**src/common/ahp_pkg.sv**
```systemverilog
// Package of the serial host port of a multi-channel converter.
// Assumes one 40 MHz system clock; all pins arrive synchronous to it.
package ahp_pkg;

    // ==========================================================
    // Clock and timing
    localparam int CLK_MHZ = 40;
    // Dead time between opening one input path and closing the next.
    localparam int BBM_NS = 50;
    localparam logic [3:0] BBM_CYCLES =
        4'((BBM_NS * CLK_MHZ + 999) / 1000);

    // ==========================================================
    // Word layout
    localparam int WORD_BITS = 16;
    localparam int CFG_BITS  = 12;
    localparam int RES_BITS  = 10;
    localparam int PAD_BITS  = 6;
    localparam int MUX_WAYS  = 11;
    localparam logic [4:0] EDGE_LIMIT = 5'h10;
    localparam logic [4:0] CMD_EDGE   = 5'h03;
    localparam logic [4:0] LAST_EDGE  = 5'h0f;
    localparam logic [4:0] OUT_FIRST  = 5'h01;

    // ==========================================================
    // Configuration word fields
    localparam logic [11:0] CFG_RESET    = 12'h000;
    localparam int          CFG_MODE_LSB = 5;
    localparam int          CFG_LONG_BIT = 8;
    localparam int          CFG_INT_BIT  = 9;
    localparam logic [1:0]  MODE_ONESHOT = 2'h0;

    // ==========================================================
    // Sampling and conversion lengths in serial clock edges
    localparam logic [5:0] SAMPLE_SHORT = 6'h0c;
    localparam logic [5:0] SAMPLE_LONG  = 6'h18;
    localparam logic [5:0] CONV_EDGES   = 6'h0c;

    // ==========================================================
    // Commands and states
    typedef enum logic [3:0] {
        CMD_CH0       = 4'b0000,
        CMD_SW_PDN    = 4'b1000,
        CMD_READ_CFG  = 4'b1001,
        CMD_WRITE_CFG = 4'b1010,
        CMD_TEST_MID  = 4'b1011,
        CMD_TEST_LO   = 4'b1100,
        CMD_TEST_HI   = 4'b1101,
        CMD_READ_BUF  = 4'b1110,
        CMD_RESERVED  = 4'b1111
    } ahp_cmd_t;

    typedef enum logic [1:0] {
        ST_IDLE    = 2'b00,
        ST_SAMPLE  = 2'b01,
        ST_CONVERT = 2'b10
    } ahp_state_t;

    typedef struct packed {
        logic chipSelectN;
        logic serialClk;
        logic serialIn;
        logic frameSync;
    } ahp_link_t;

    // A channel or test-voltage select command.
    function automatic logic ahpIsSelect(input logic [3:0] cmd);
        return (cmd[3] == 1'b0) || (cmd == CMD_TEST_MID) ||
               (cmd == CMD_TEST_LO) || (cmd == CMD_TEST_HI);
    endfunction

    // Multiplexer way: channels 0..7, test voltages 8..10.
    function automatic logic [3:0] ahpMuxWay(input logic [3:0] cmd);
        return cmd[3] ? 4'(cmd - 4'h3) : {1'b0, cmd[2:0]};
    endfunction

endpackage

```
**src/logic/ahp_chan_mux.sv**
```systemverilog
// Break-before-make input multiplexer control.
// Assumes the requested way is valid in the cycle of the request strobe, which latches it.
`timescale 1ns/1ps
module ahp_chan_mux
    import ahp_pkg::*;
(
    input  wire logic                mclk,
    input  wire logic                arst_n,
    input  wire logic                selValid,
    input  wire logic [3:0]          selWay,
    output logic [MUX_WAYS-1:0]      switches
);

    logic [3:0] wantWay;
    logic       wantValid;
    logic [3:0] gapCnt;

    // ==========================================================
    // Open every path first, wait the dead time, then close one.
    always_ff @(posedge mclk or negedge arst_n) begin
        if (!arst_n) begin
            wantWay   <= 4'h0;
            wantValid <= 1'b0;
            gapCnt    <= 4'h0;
            switches  <= '0;
        end else if (selValid) begin
            wantWay   <= selWay;
            wantValid <= 1'b1;
            gapCnt    <= BBM_CYCLES;
            switches  <= '0;
        end else if (gapCnt != 4'h0) begin
            gapCnt <= gapCnt - 4'h1;
        end else if (wantValid) begin
            switches <= MUX_WAYS'(1) << wantWay;
        end
    end

    property p_break_first;
        @(posedge mclk) disable iff (!arst_n)
        ($past(switches) != '0 && switches != '0)
            |-> switches == $past(switches);
    endproperty
    a_break_first: assert property (p_break_first)
        else $error("two input paths switched without a gap");

endmodule // ahp_chan_mux

```
**src/logic/ahp_host_port.sv**
```systemverilog
// Serial host port: command decode, result shift-out, done output.
// Assumes every pin is synchronous to mclk, which is much faster than
// the serial clock, so pin edges are found by one stage of history.
`timescale 1ns/1ps

module ahp_host_port
    import ahp_pkg::*;
(
    input  wire logic                 mclk,
    input  wire logic                 arst_n,
    input  wire ahp_link_t            link,
    input  wire logic                 sampleStartN,
    input  wire logic                 powerDownPinN,
    input  wire logic [RES_BITS-1:0]  convResult,
    output logic                      serialOut,
    output logic                      serialOutEn,
    output logic                      doneOut,
    output logic                      sampleHold,
    output logic                      analogOff,
    output logic [CFG_BITS-1:0]       configWord,
    output logic [MUX_WAYS-1:0]       muxSwitch
);

    // ==========================================================
    // Pin history and edges
    logic csPrev, sclkPrev, fsPrev, ssPrev;

    always_ff @(posedge mclk or negedge arst_n) begin
        if (!arst_n) begin
            csPrev   <= 1'b1;
            sclkPrev <= 1'b0;
            fsPrev   <= 1'b1;
            ssPrev   <= 1'b1;
        end else begin
            csPrev   <= link.chipSelectN;
            sclkPrev <= link.serialClk;
            fsPrev   <= link.frameSync;
            ssPrev   <= sampleStartN;
        end
    end

    logic csFall, csRise, fsFall, fsRise, sclkRise, sclkFall;
    logic ssFall, ssRise;
    assign csFall   = csPrev & ~link.chipSelectN;
    assign csRise   = ~csPrev & link.chipSelectN;
    assign fsFall   = fsPrev & ~link.frameSync;
    assign fsRise   = ~fsPrev & link.frameSync;
    assign sclkRise = ~sclkPrev & link.serialClk;
    assign sclkFall = sclkPrev & ~link.serialClk;
    assign ssFall   = ssPrev & ~sampleStartN;
    assign ssRise   = ~ssPrev & sampleStartN;

    // ==========================================================
    // Framing mode and input window
    logic       fsMode;
    logic       inEnable;
    logic [4:0] edgeCnt;
    logic [15:0] inShift;
    logic       sampleEdge, cmdStrobe, wordStrobe, frameStart;
    logic [3:0] nextCmd;
    logic [15:0] nextWord;

    assign sampleEdge = fsMode ? sclkFall : sclkRise;
    assign cmdStrobe  = inEnable & sampleEdge & (edgeCnt == CMD_EDGE);
    assign wordStrobe = inEnable & sampleEdge & (edgeCnt == LAST_EDGE);
    assign nextWord   = {inShift[14:0], link.serialIn};
    assign nextCmd    = nextWord[3:0];
    assign frameStart = (csFall & link.frameSync) |
                        (fsFall & ~link.chipSelectN);

    always_ff @(posedge mclk or negedge arst_n) begin
        if (!arst_n) begin
            fsMode <= 1'b0;
        end else if (csFall) begin
            fsMode <= ~link.frameSync;
        end
    end

    always_ff @(posedge mclk or negedge arst_n) begin
        if (!arst_n) begin
            inEnable <= 1'b0;
        end else if (csRise) begin
            inEnable <= 1'b0;
        end else if (csFall) begin
            inEnable <= link.frameSync;
        end else if (fsFall && !link.chipSelectN) begin
            inEnable <= 1'b1;
        end else if (wordStrobe) begin
            inEnable <= 1'b0;
        end
    end

    always_ff @(posedge mclk or negedge arst_n) begin
        if (!arst_n) begin
            edgeCnt <= 5'h00;
            inShift <= 16'h0000;
        end else if (csFall || (fsFall && !link.chipSelectN)) begin
            edgeCnt <= 5'h00;
        end else if (inEnable && sampleEdge && edgeCnt < EDGE_LIMIT) begin
            edgeCnt <= edgeCnt + 5'h01;
            inShift <= nextWord;
        end
    end

    // ==========================================================
    // Command and configuration
    logic [3:0] cmdReg;
    logic       cmdValid;
    logic       intMode;
    logic [1:0] convMode;
    assign intMode  = configWord[CFG_INT_BIT];
    assign convMode = configWord[CFG_MODE_LSB+1:CFG_MODE_LSB];

    always_ff @(posedge mclk or negedge arst_n) begin
        if (!arst_n) begin
            cmdReg   <= CMD_CH0;
            cmdValid <= 1'b0;
        end else if (frameStart) begin
            cmdValid <= 1'b0;
        end else if (cmdStrobe) begin
            cmdReg   <= nextCmd;
            cmdValid <= 1'b1;
        end
    end

    // Trailing bits of short commands are padded by the host.
    always_ff @(posedge mclk or negedge arst_n) begin
        if (!arst_n) begin
            configWord <= CFG_RESET;
        end else if (wordStrobe && nextWord[15:12] == CMD_WRITE_CFG) begin
            configWord <= nextWord[11:0];
        end
    end

    // ==========================================================
    // Sampling paced by the serial clock or the start pin, conversion by the serial clock
    ahp_state_t state, next_state;
    logic [5:0] phaseCnt;
    logic       extSample;
    logic       startSample, sampleEnd, convComplete;
    logic [RES_BITS-1:0] result;
    logic [5:0] sampleLen;
    logic       haltAnalog;

    assign sampleLen   = configWord[CFG_LONG_BIT] ? SAMPLE_LONG
                                                  : SAMPLE_SHORT;
    // The pin stops the sequencer at once, before the flag catches up.
    assign haltAnalog  = analogOff | ~powerDownPinN;
    assign startSample = (cmdStrobe & ahpIsSelect(nextCmd)) | ssFall;
    assign sampleEnd   = (state == ST_SAMPLE) &&
                         (next_state == ST_CONVERT);
    assign convComplete = (state == ST_CONVERT) &&
                          (next_state == ST_IDLE) && !haltAnalog;

    always_comb begin
        next_state = state;
        case (state)
            ST_IDLE: begin
                if (startSample && !haltAnalog) begin
                    next_state = ST_SAMPLE;
                end
            end
            ST_SAMPLE: begin
                if (haltAnalog) begin
                    next_state = ST_IDLE;
                end else if (ssRise) begin
                    next_state = ST_CONVERT;
                end else if (!extSample && sclkRise &&
                             phaseCnt == sampleLen - 6'h01) begin
                    next_state = ST_CONVERT;
                end
            end
            ST_CONVERT: begin
                if (haltAnalog || (sclkRise &&
                                  phaseCnt == CONV_EDGES - 6'h01)) begin
                    next_state = ST_IDLE;
                end
            end
            default: next_state = ST_IDLE;
        endcase
    end

    always_ff @(posedge mclk or negedge arst_n) begin
        if (!arst_n) begin
            state      <= ST_IDLE;
            phaseCnt   <= 6'h00;
            extSample  <= 1'b0;
            sampleHold <= 1'b1;
        end else begin
            state      <= next_state;
            sampleHold <= (next_state != ST_SAMPLE);
            if (next_state != state) begin
                phaseCnt <= 6'h00;
            end else if (sclkRise) begin
                phaseCnt <= phaseCnt + 6'h01;
            end
            if (state == ST_IDLE) begin
                extSample <= ssFall;
            end
        end
    end

    always_ff @(posedge mclk or negedge arst_n) begin
        if (!arst_n) begin
            result <= '0;
        end else if (convComplete) begin
            result <= convResult;
        end
    end

    // A software power-down holds until the next chip-select fall or start-pin fall.
    always_ff @(posedge mclk or negedge arst_n) begin
        if (!arst_n) begin
            analogOff <= 1'b1;
        end else if (!powerDownPinN) begin
            analogOff <= 1'b1;
        end else if (cmdStrobe && nextCmd == CMD_SW_PDN) begin
            analogOff <= 1'b1;
        end else if (csFall || ssFall) begin
            analogOff <= 1'b0;
        end
    end

    // ==========================================================
    // Done output; a new event wins over a clear in the same cycle
    always_ff @(posedge mclk or negedge arst_n) begin
        if (!arst_n) begin
            doneOut <= 1'b1;
        end else if (intMode) begin
            if (convComplete) begin
                doneOut <= 1'b0;
            end else if (csFall || fsRise) begin
                doneOut <= 1'b1;
            end
        end else if (convMode != MODE_ONESHOT) begin
            doneOut <= 1'b1;
        end else if (convComplete) begin
            doneOut <= 1'b1;
        end else if (sampleEnd) begin
            doneOut <= 1'b0;
        end
    end

    // ==========================================================
    // Serial output
    logic [4:0]  outCnt;
    logic        rdCfgNow;
    logic [15:0] outWord;
    assign rdCfgNow = (cmdStrobe && nextCmd == CMD_READ_CFG) ||
                      (cmdValid && cmdReg == CMD_READ_CFG);
    assign outWord  = rdCfgNow ? {4'h0, configWord}
                               : {result, {PAD_BITS{1'b0}}};

    always_ff @(posedge mclk or negedge arst_n) begin
        if (!arst_n) begin
            serialOutEn <= 1'b0;
            serialOut   <= 1'b0;
            outCnt      <= 5'h00;
        end else if (csRise) begin
            serialOutEn <= 1'b0;
        end else if (intMode && convComplete) begin
            serialOutEn <= 1'b0;
        end else if (frameStart) begin
            serialOutEn <= 1'b1;
            serialOut   <= result[RES_BITS-1];
            outCnt      <= OUT_FIRST;
        end else if (serialOutEn && sclkRise) begin
            if (outCnt < EDGE_LIMIT) begin
                serialOut <= outWord[4'hf - outCnt[3:0]];
                outCnt    <= outCnt + 5'h01;
            end else if (fsMode) begin
                serialOutEn <= 1'b0;
            end
        end
    end

    // ==========================================================
    // Input multiplexer
    ahp_chan_mux u_mux (
        .mclk     (mclk),
        .arst_n   (arst_n),
        .selValid (cmdStrobe && ahpIsSelect(nextCmd)),
        .selWay   (ahpMuxWay(nextCmd)),
        .switches (muxSwitch)
    );

    // ==========================================================
    // Checks
    property p_eoc_low;
        @(posedge mclk) disable iff (!arst_n)
        (!intMode && convMode == MODE_ONESHOT && sampleEnd)
            |=> !doneOut throughout (state == ST_CONVERT);
    endproperty
    a_eoc_low: assert property (p_eoc_low)
        else $error("done output not low during conversion");

    property p_eoc_mode;
        @(posedge mclk) disable iff (!arst_n)
        (!intMode && convMode != MODE_ONESHOT) [*2] |-> doneOut;
    endproperty
    a_eoc_mode: assert property (p_eoc_mode)
        else $error("done output low outside mode 00");

    property p_int_fall;
        @(posedge mclk) disable iff (!arst_n)
        (intMode && convComplete) |=> !doneOut && !serialOutEn;
    endproperty
    a_int_fall: assert property (p_int_fall)
        else $error("interrupt did not fall or output still driven");

    property p_int_clear;
        @(posedge mclk) disable iff (!arst_n)
        (intMode && !convComplete && (csFall || fsRise)) |=> doneOut;
    endproperty
    a_int_clear: assert property (p_int_clear)
        else $error("interrupt not cleared");

    property p_fs_hold;
        @(posedge mclk) disable iff (!arst_n)
        (csFall && !link.frameSync) |=> !inEnable;
    endproperty
    a_fs_hold: assert property (p_fs_hold)
        else $error("serial input enabled without frame sync");

    property p_fs_start;
        @(posedge mclk) disable iff (!arst_n)
        (fsFall && !link.chipSelectN && !csFall)
            |=> inEnable && edgeCnt == 5'h00;
    endproperty
    a_fs_start: assert property (p_fs_start)
        else $error("frame sync did not open the input window");

    property p_window_close;
        @(posedge mclk) disable iff (!arst_n)
        (wordStrobe || csRise) |=> !inEnable && edgeCnt <= EDGE_LIMIT;
    endproperty
    a_window_close: assert property (p_window_close)
        else $error("input window not closed");

    property p_fs_float;
        @(posedge mclk) disable iff (!arst_n)
        (fsMode && serialOutEn && sclkRise && outCnt == EDGE_LIMIT &&
         !frameStart && !csRise) |=> !serialOutEn;
    endproperty
    a_fs_float: assert property (p_fs_float)
        else $error("output still driven after sixteenth bit");

    property p_cs_rise;
        @(posedge mclk) disable iff (!arst_n)
        csRise |=> !serialOutEn;
    endproperty
    a_cs_rise: assert property (p_cs_rise)
        else $error("output driven after deselect");

    property p_cs_fall;
        @(posedge mclk) disable iff (!arst_n)
        (csFall && link.frameSync && !(intMode && convComplete))
            |=> serialOutEn && inEnable && serialOut == $past(result[9]);
    endproperty
    a_cs_fall: assert property (p_cs_fall)
        else $error("select fall did not start the frame");

    property p_start_end;
        @(posedge mclk) disable iff (!arst_n)
        (state == ST_SAMPLE && ssRise && !haltAnalog)
            |=> state == ST_CONVERT ##1 sampleHold;
    endproperty
    a_start_end: assert property (p_start_end)
        else $error("sample start rise did not start conversion");

    property p_pdn;
        @(posedge mclk) disable iff (!arst_n)
        !powerDownPinN |=> analogOff && state == ST_IDLE;
    endproperty
    a_pdn: assert property (p_pdn)
        else $error("analog still running in power down");

endmodule // ahp_host_port

```
**config.mk**
```make
export PLATFORM = sky130hd
export DESIGN_NAME = ahp_host_port
export DESIGN_NICKNAME = d
export VERILOG_FILES = /design/src/common/ahp_pkg.sv /design/src/logic/ahp_chan_mux.sv /design/src/logic/ahp_host_port.sv
export SDC_FILE = /design/constraint.sdc
export NUM_CORES = 1
export LEC_CHECK = 0
export ABC_AREA = 1
export BUFFER_PORTS_ARGS = -buffer_cell sky130_fd_sc_hd__buf_4
export CAP_MARGIN = 10
export CORE_MARGIN = 5
export CORE_UTILIZATION = 45
export DETAILED_ROUTE_END_ITERATION = 8
export HOLD_SLACK_MARGIN = 0.02
export SYNTH_ARGS = -nofsm -noshare
export SYNTH_HDL_FRONTEND = slang
export SYNTH_SLANG_ARGS = --single-unit
```
**constraint.sdc**
```tcl
create_clock -name mclk -period 4.1 [get_ports mclk]
set_clock_uncertainty 0.2 [all_clocks]
set_input_delay 1.025 -clock mclk [delete_from_list [all_inputs] [get_ports mclk]]
set_output_delay 1.025 -clock mclk [all_outputs]
set_load 0.02 [all_outputs]
```
==> run summary <==
cell with the largest stage delay on the worst path: nor3_1
Yosys warning total: 0
status: finished clean
count of hold-fix buffers inserted at cts: 0
time the final worst path needs with I/O delays and setup: 2.606 ns
CTS-repair resized insts: 0
maximum number of pins on one net before global-route repair: 42
total global routing track utilization: 17.55%
Core Region: 9774 sq um
buffers and inverters on the worst path: 4
top cell family by delay on the critical path: simple AND/OR/NAND/NOR gates
final number of hold-violating endpoints: 0
wire length per cell: 13.65 um
power density of the placed cells: 466.4 nW/um^2
capturing element type of the critical path: flip-flop
later-pin clock latency in the skew report: 0.35 ns
Post-DP HPWL: 7333 um
Inserted Clock Buffers: 9
Hold WC Path Type: reg -> reg
post-synthesis mux area share: 0.2228%
synthesized cell area: 4493 sq um
standard-cell rows: 36
die height: 109.9 um
Worst Path Required: 4.19 ns
area growth from synthesis to final layout: 15.34%
Worst Slack Setup Final: 1.494 ns
maximum buffer depth of the clock tree: 2
portion of the clock cycle consumed by the worst path in the final layout: 63.56%
Overflow after GRT: 0
worst path cell trace: buf_4, inv_1, nor2_2, inv_1, nor3_1, nand2_1, inv_1, nor2_1, nand2_1, nand2_1, nand2_1, nand2_1
final-layout fill cell count: 943
RD Place Congestion: 0.8600
number of nets in the finished design: 602
count leader, synth: nand2_1
Max FO, Critical Path: 12
clk sinks: 92
drt pass-1 iters: 4
met1 global-route usage: 24.51%
Pleak: 0.002587 uW
layout cell share with drive strength beyond 1: 16.61%
initial antenna violation count: 0
CTS clock-pin slew for the worst setup and hold paths: 0.09 ns
initial DRC count: 176
number of buffers inserted by port buffering: 45
leading post-synthesis cells by cell area: dfrtp_1 (48%), nand2_1 (11%), inv_1 (6.3%), o21ai_0 (6.2%), dfstp_2 (3.5%)
sequential fraction of the synthesis area: 51.41%
share of async-settable or async-resettable flops after synthesis: 100.0%
Top-Level Pins: 46
number of nets still failing antenna checks after routing: 0
area of the multi-input gates: 1828 sq um
Worst path max stage delay: 0.34 ns
EDFF count, synth: 0
starting utilization of the core area: 45.97%
clock tree root driver cell: clkbuf_8
met3 Resource Use GR: 3.053%
count of antenna diodes in the layout: 0
synthesized-area fraction occupied by and/or/nand/nor cells: 24.67%
number of H-tree levels: 3
final max-slew violation count: 0
critical path arrival: 2.70 ns
pre-CTS setup slack: 1.094 ns
top_reg_cell synth: dfrtp_1
setup violators final: 0
hold path depth: 2
vias per cell: 4.914
main combinational cell family by area after synthesis: simple AND/OR/NAND/NOR gates
maximum VDD drop: 250.6 uV
Post-Synthesis Cells: 524
ranking of synthesized cells by instance count: nand2_1 (126), dfrtp_1 (86), inv_1 (75)
Synth Net Count: 553
TritonCTS clock tree: yes
vias in the first global route: 3,481
maximum frequency from static timing analysis: 0.3837 GHz
unrepaired setup endpoints after global routing: false
critical path type: in -> reg
area fraction of the dominant cell type after synthesis: 47.90%
library cell appearing most often on the critical path: nand2_1
library cell with the largest summed area after synthesis: dfrtp_1
Synth Area in XOR/XNOR: 1.754%
die area: 12,080 sq um
adder and majority gate portion of the synthesized area: 3.063%
count of buffers added by post-CTS timing repair for setup: 0
combined flip-flop and latch cell area: 2310 sq um
worst hold margin: 0.2738 ns
GRT met2 Usage: 27.95%
slew of the pin with the lowest slew margin: 0.7402 ns
Compound-Gate Fraction of Synth Area: 10.97%
mean cell area of the mapped netlist: 8.575 sq um
die span in x: 109.9 um
launching element type of the critical path: input pin
max-cap check violation count: 0
global route hottest layer: met2
post-synthesis cell type count: 42
global-route wire length before repair: 16,620 um
setup TNS: 0 ns
number of register bits inferred by synthesis: 92
Via Count: 3,494
DRC violations left: 0
Detailed Route WL: 9703 um
Worst R2R Path Depth: 12
WP depth: 12
max_slew headroom: 50.64%
## cell usage in the layout (no fill, tap or decap), types with 3 or more instances in the layout
master | synthesis | final
nor3_1 | 10 | 10
nor2_1 | 37 | 37
xor2_1 | 5 | 5
buf_4 | 3 | 47
nand3b_1 | 7 | 7
clkbuf_8 | 0 | 10
dfstp_2 | 6 | 6
dfrtp_1 | 86 | 86
xnor2_1 | 4 | 4
nand2_2 | 3 | 3
inv_2 | 5 | 5
o21ai_0 | 56 | 56
nand2_1 | 126 | 126
nand3_2 | 5 | 5
o211ai_1 | 3 | 3
nand4_1 | 11 | 11
nand3_1 | 21 | 21
inv_1 | 75 | 75
ha_1 | 11 | 11
a21oi_1 | 15 | 15
## power by group
group / switching [uW] / total, uW / internal [uW]
clock: 318 / 680 / 363
combinational: 337 / 542 / 204
sequential: 134 / 1190 / 1060
total: 789 / 2420 / 1630
## logic make-up (layout without fill, tap and decap cells)
kind of cell	Yosys count	after routing
buffers and inverters	89	143
adder cells (fa/ha/maj)	11	11
XOR/XNOR	9	9
flip-flops	92	92
AO/OA/AOI/OAI	89	89
multiplexers	1	1
AND/OR/NAND/NOR	233	233
## through the flow
stage	instance area (sq um)	power, uW	cells	utilization, %
finish	5182	2417	711	53.02
global route	5182	2577	711	53.02
CTS	5182	2445	711	53.02
detailed placement	4957	1759	695	50.72
global placement	4957	1739	695	50.72
floorplan	4493	1582	524	-
## path summary, 6_finish.rpt
path | from | endpoint | slack (ns)
min | u_mux.wantValid$_DFFE_PN0N_ | u_mux.wantValid$_DFFE_PN0N_ | 0.27
max | powerDownPinN | doneOut$_DFFE_PN1P_ | 1.49
min in group asynchronous | arst_n | u_mux.switches[10]$_DFFE_PN0P_ | 0.44
max in group asynchronous | arst_n | sampleHold$_DFF_PN1_ | 2.45
max reg2reg | inShift[0]$_DFFE_PN0P_ | serialOut$_DFFE_PN0P_ | 1.88
min reg2reg | u_mux.wantValid$_DFFE_PN0N_ | u_mux.wantValid$_DFFE_PN0N_ | 0.27
## registers in the layout (all words and copies together) (netlist names), 2 cells and up
register / cells
u_mux.switches: 11
state: 2
u_mux.wantWay: 4
phaseCnt: 6
inShift: 15
configWord: 12
result: 10
edgeCnt: 5
cmdReg: 4
outCnt: 5
u_mux.gapCnt: 4
## cell type report
| class | count | area share [%] |
|---|---|---|
| Timing Repair Buffer | 47 | 6.808 |
| Multi-Input combinational cell | 343 | 35.27 |
| Sequential cell | 92 | 44.57 |
| Tap cell | 133 | 3.211 |
| Inverter | 80 | 5.794 |
| Clock inverter | 5 | 1.618 |
| Clock buffer | 11 | 2.728 |
## worst min-delay path: cells and delay by family (launching register included)
kind                   cells  cell delay [ns]
and+or+nand+nor            1             0.06
DFF                        1             0.33
buffers and inverters      1             0.05
## routing by layer
metal	vias up	wire [um]	share of wire, %
met2	65	4455	46
met3	4	454	4.7
met4	0	66	0.68
met5	-	0	0
met1	1634	4726	49
li1	1791	-	-
(Power assumes the default switching activity.)
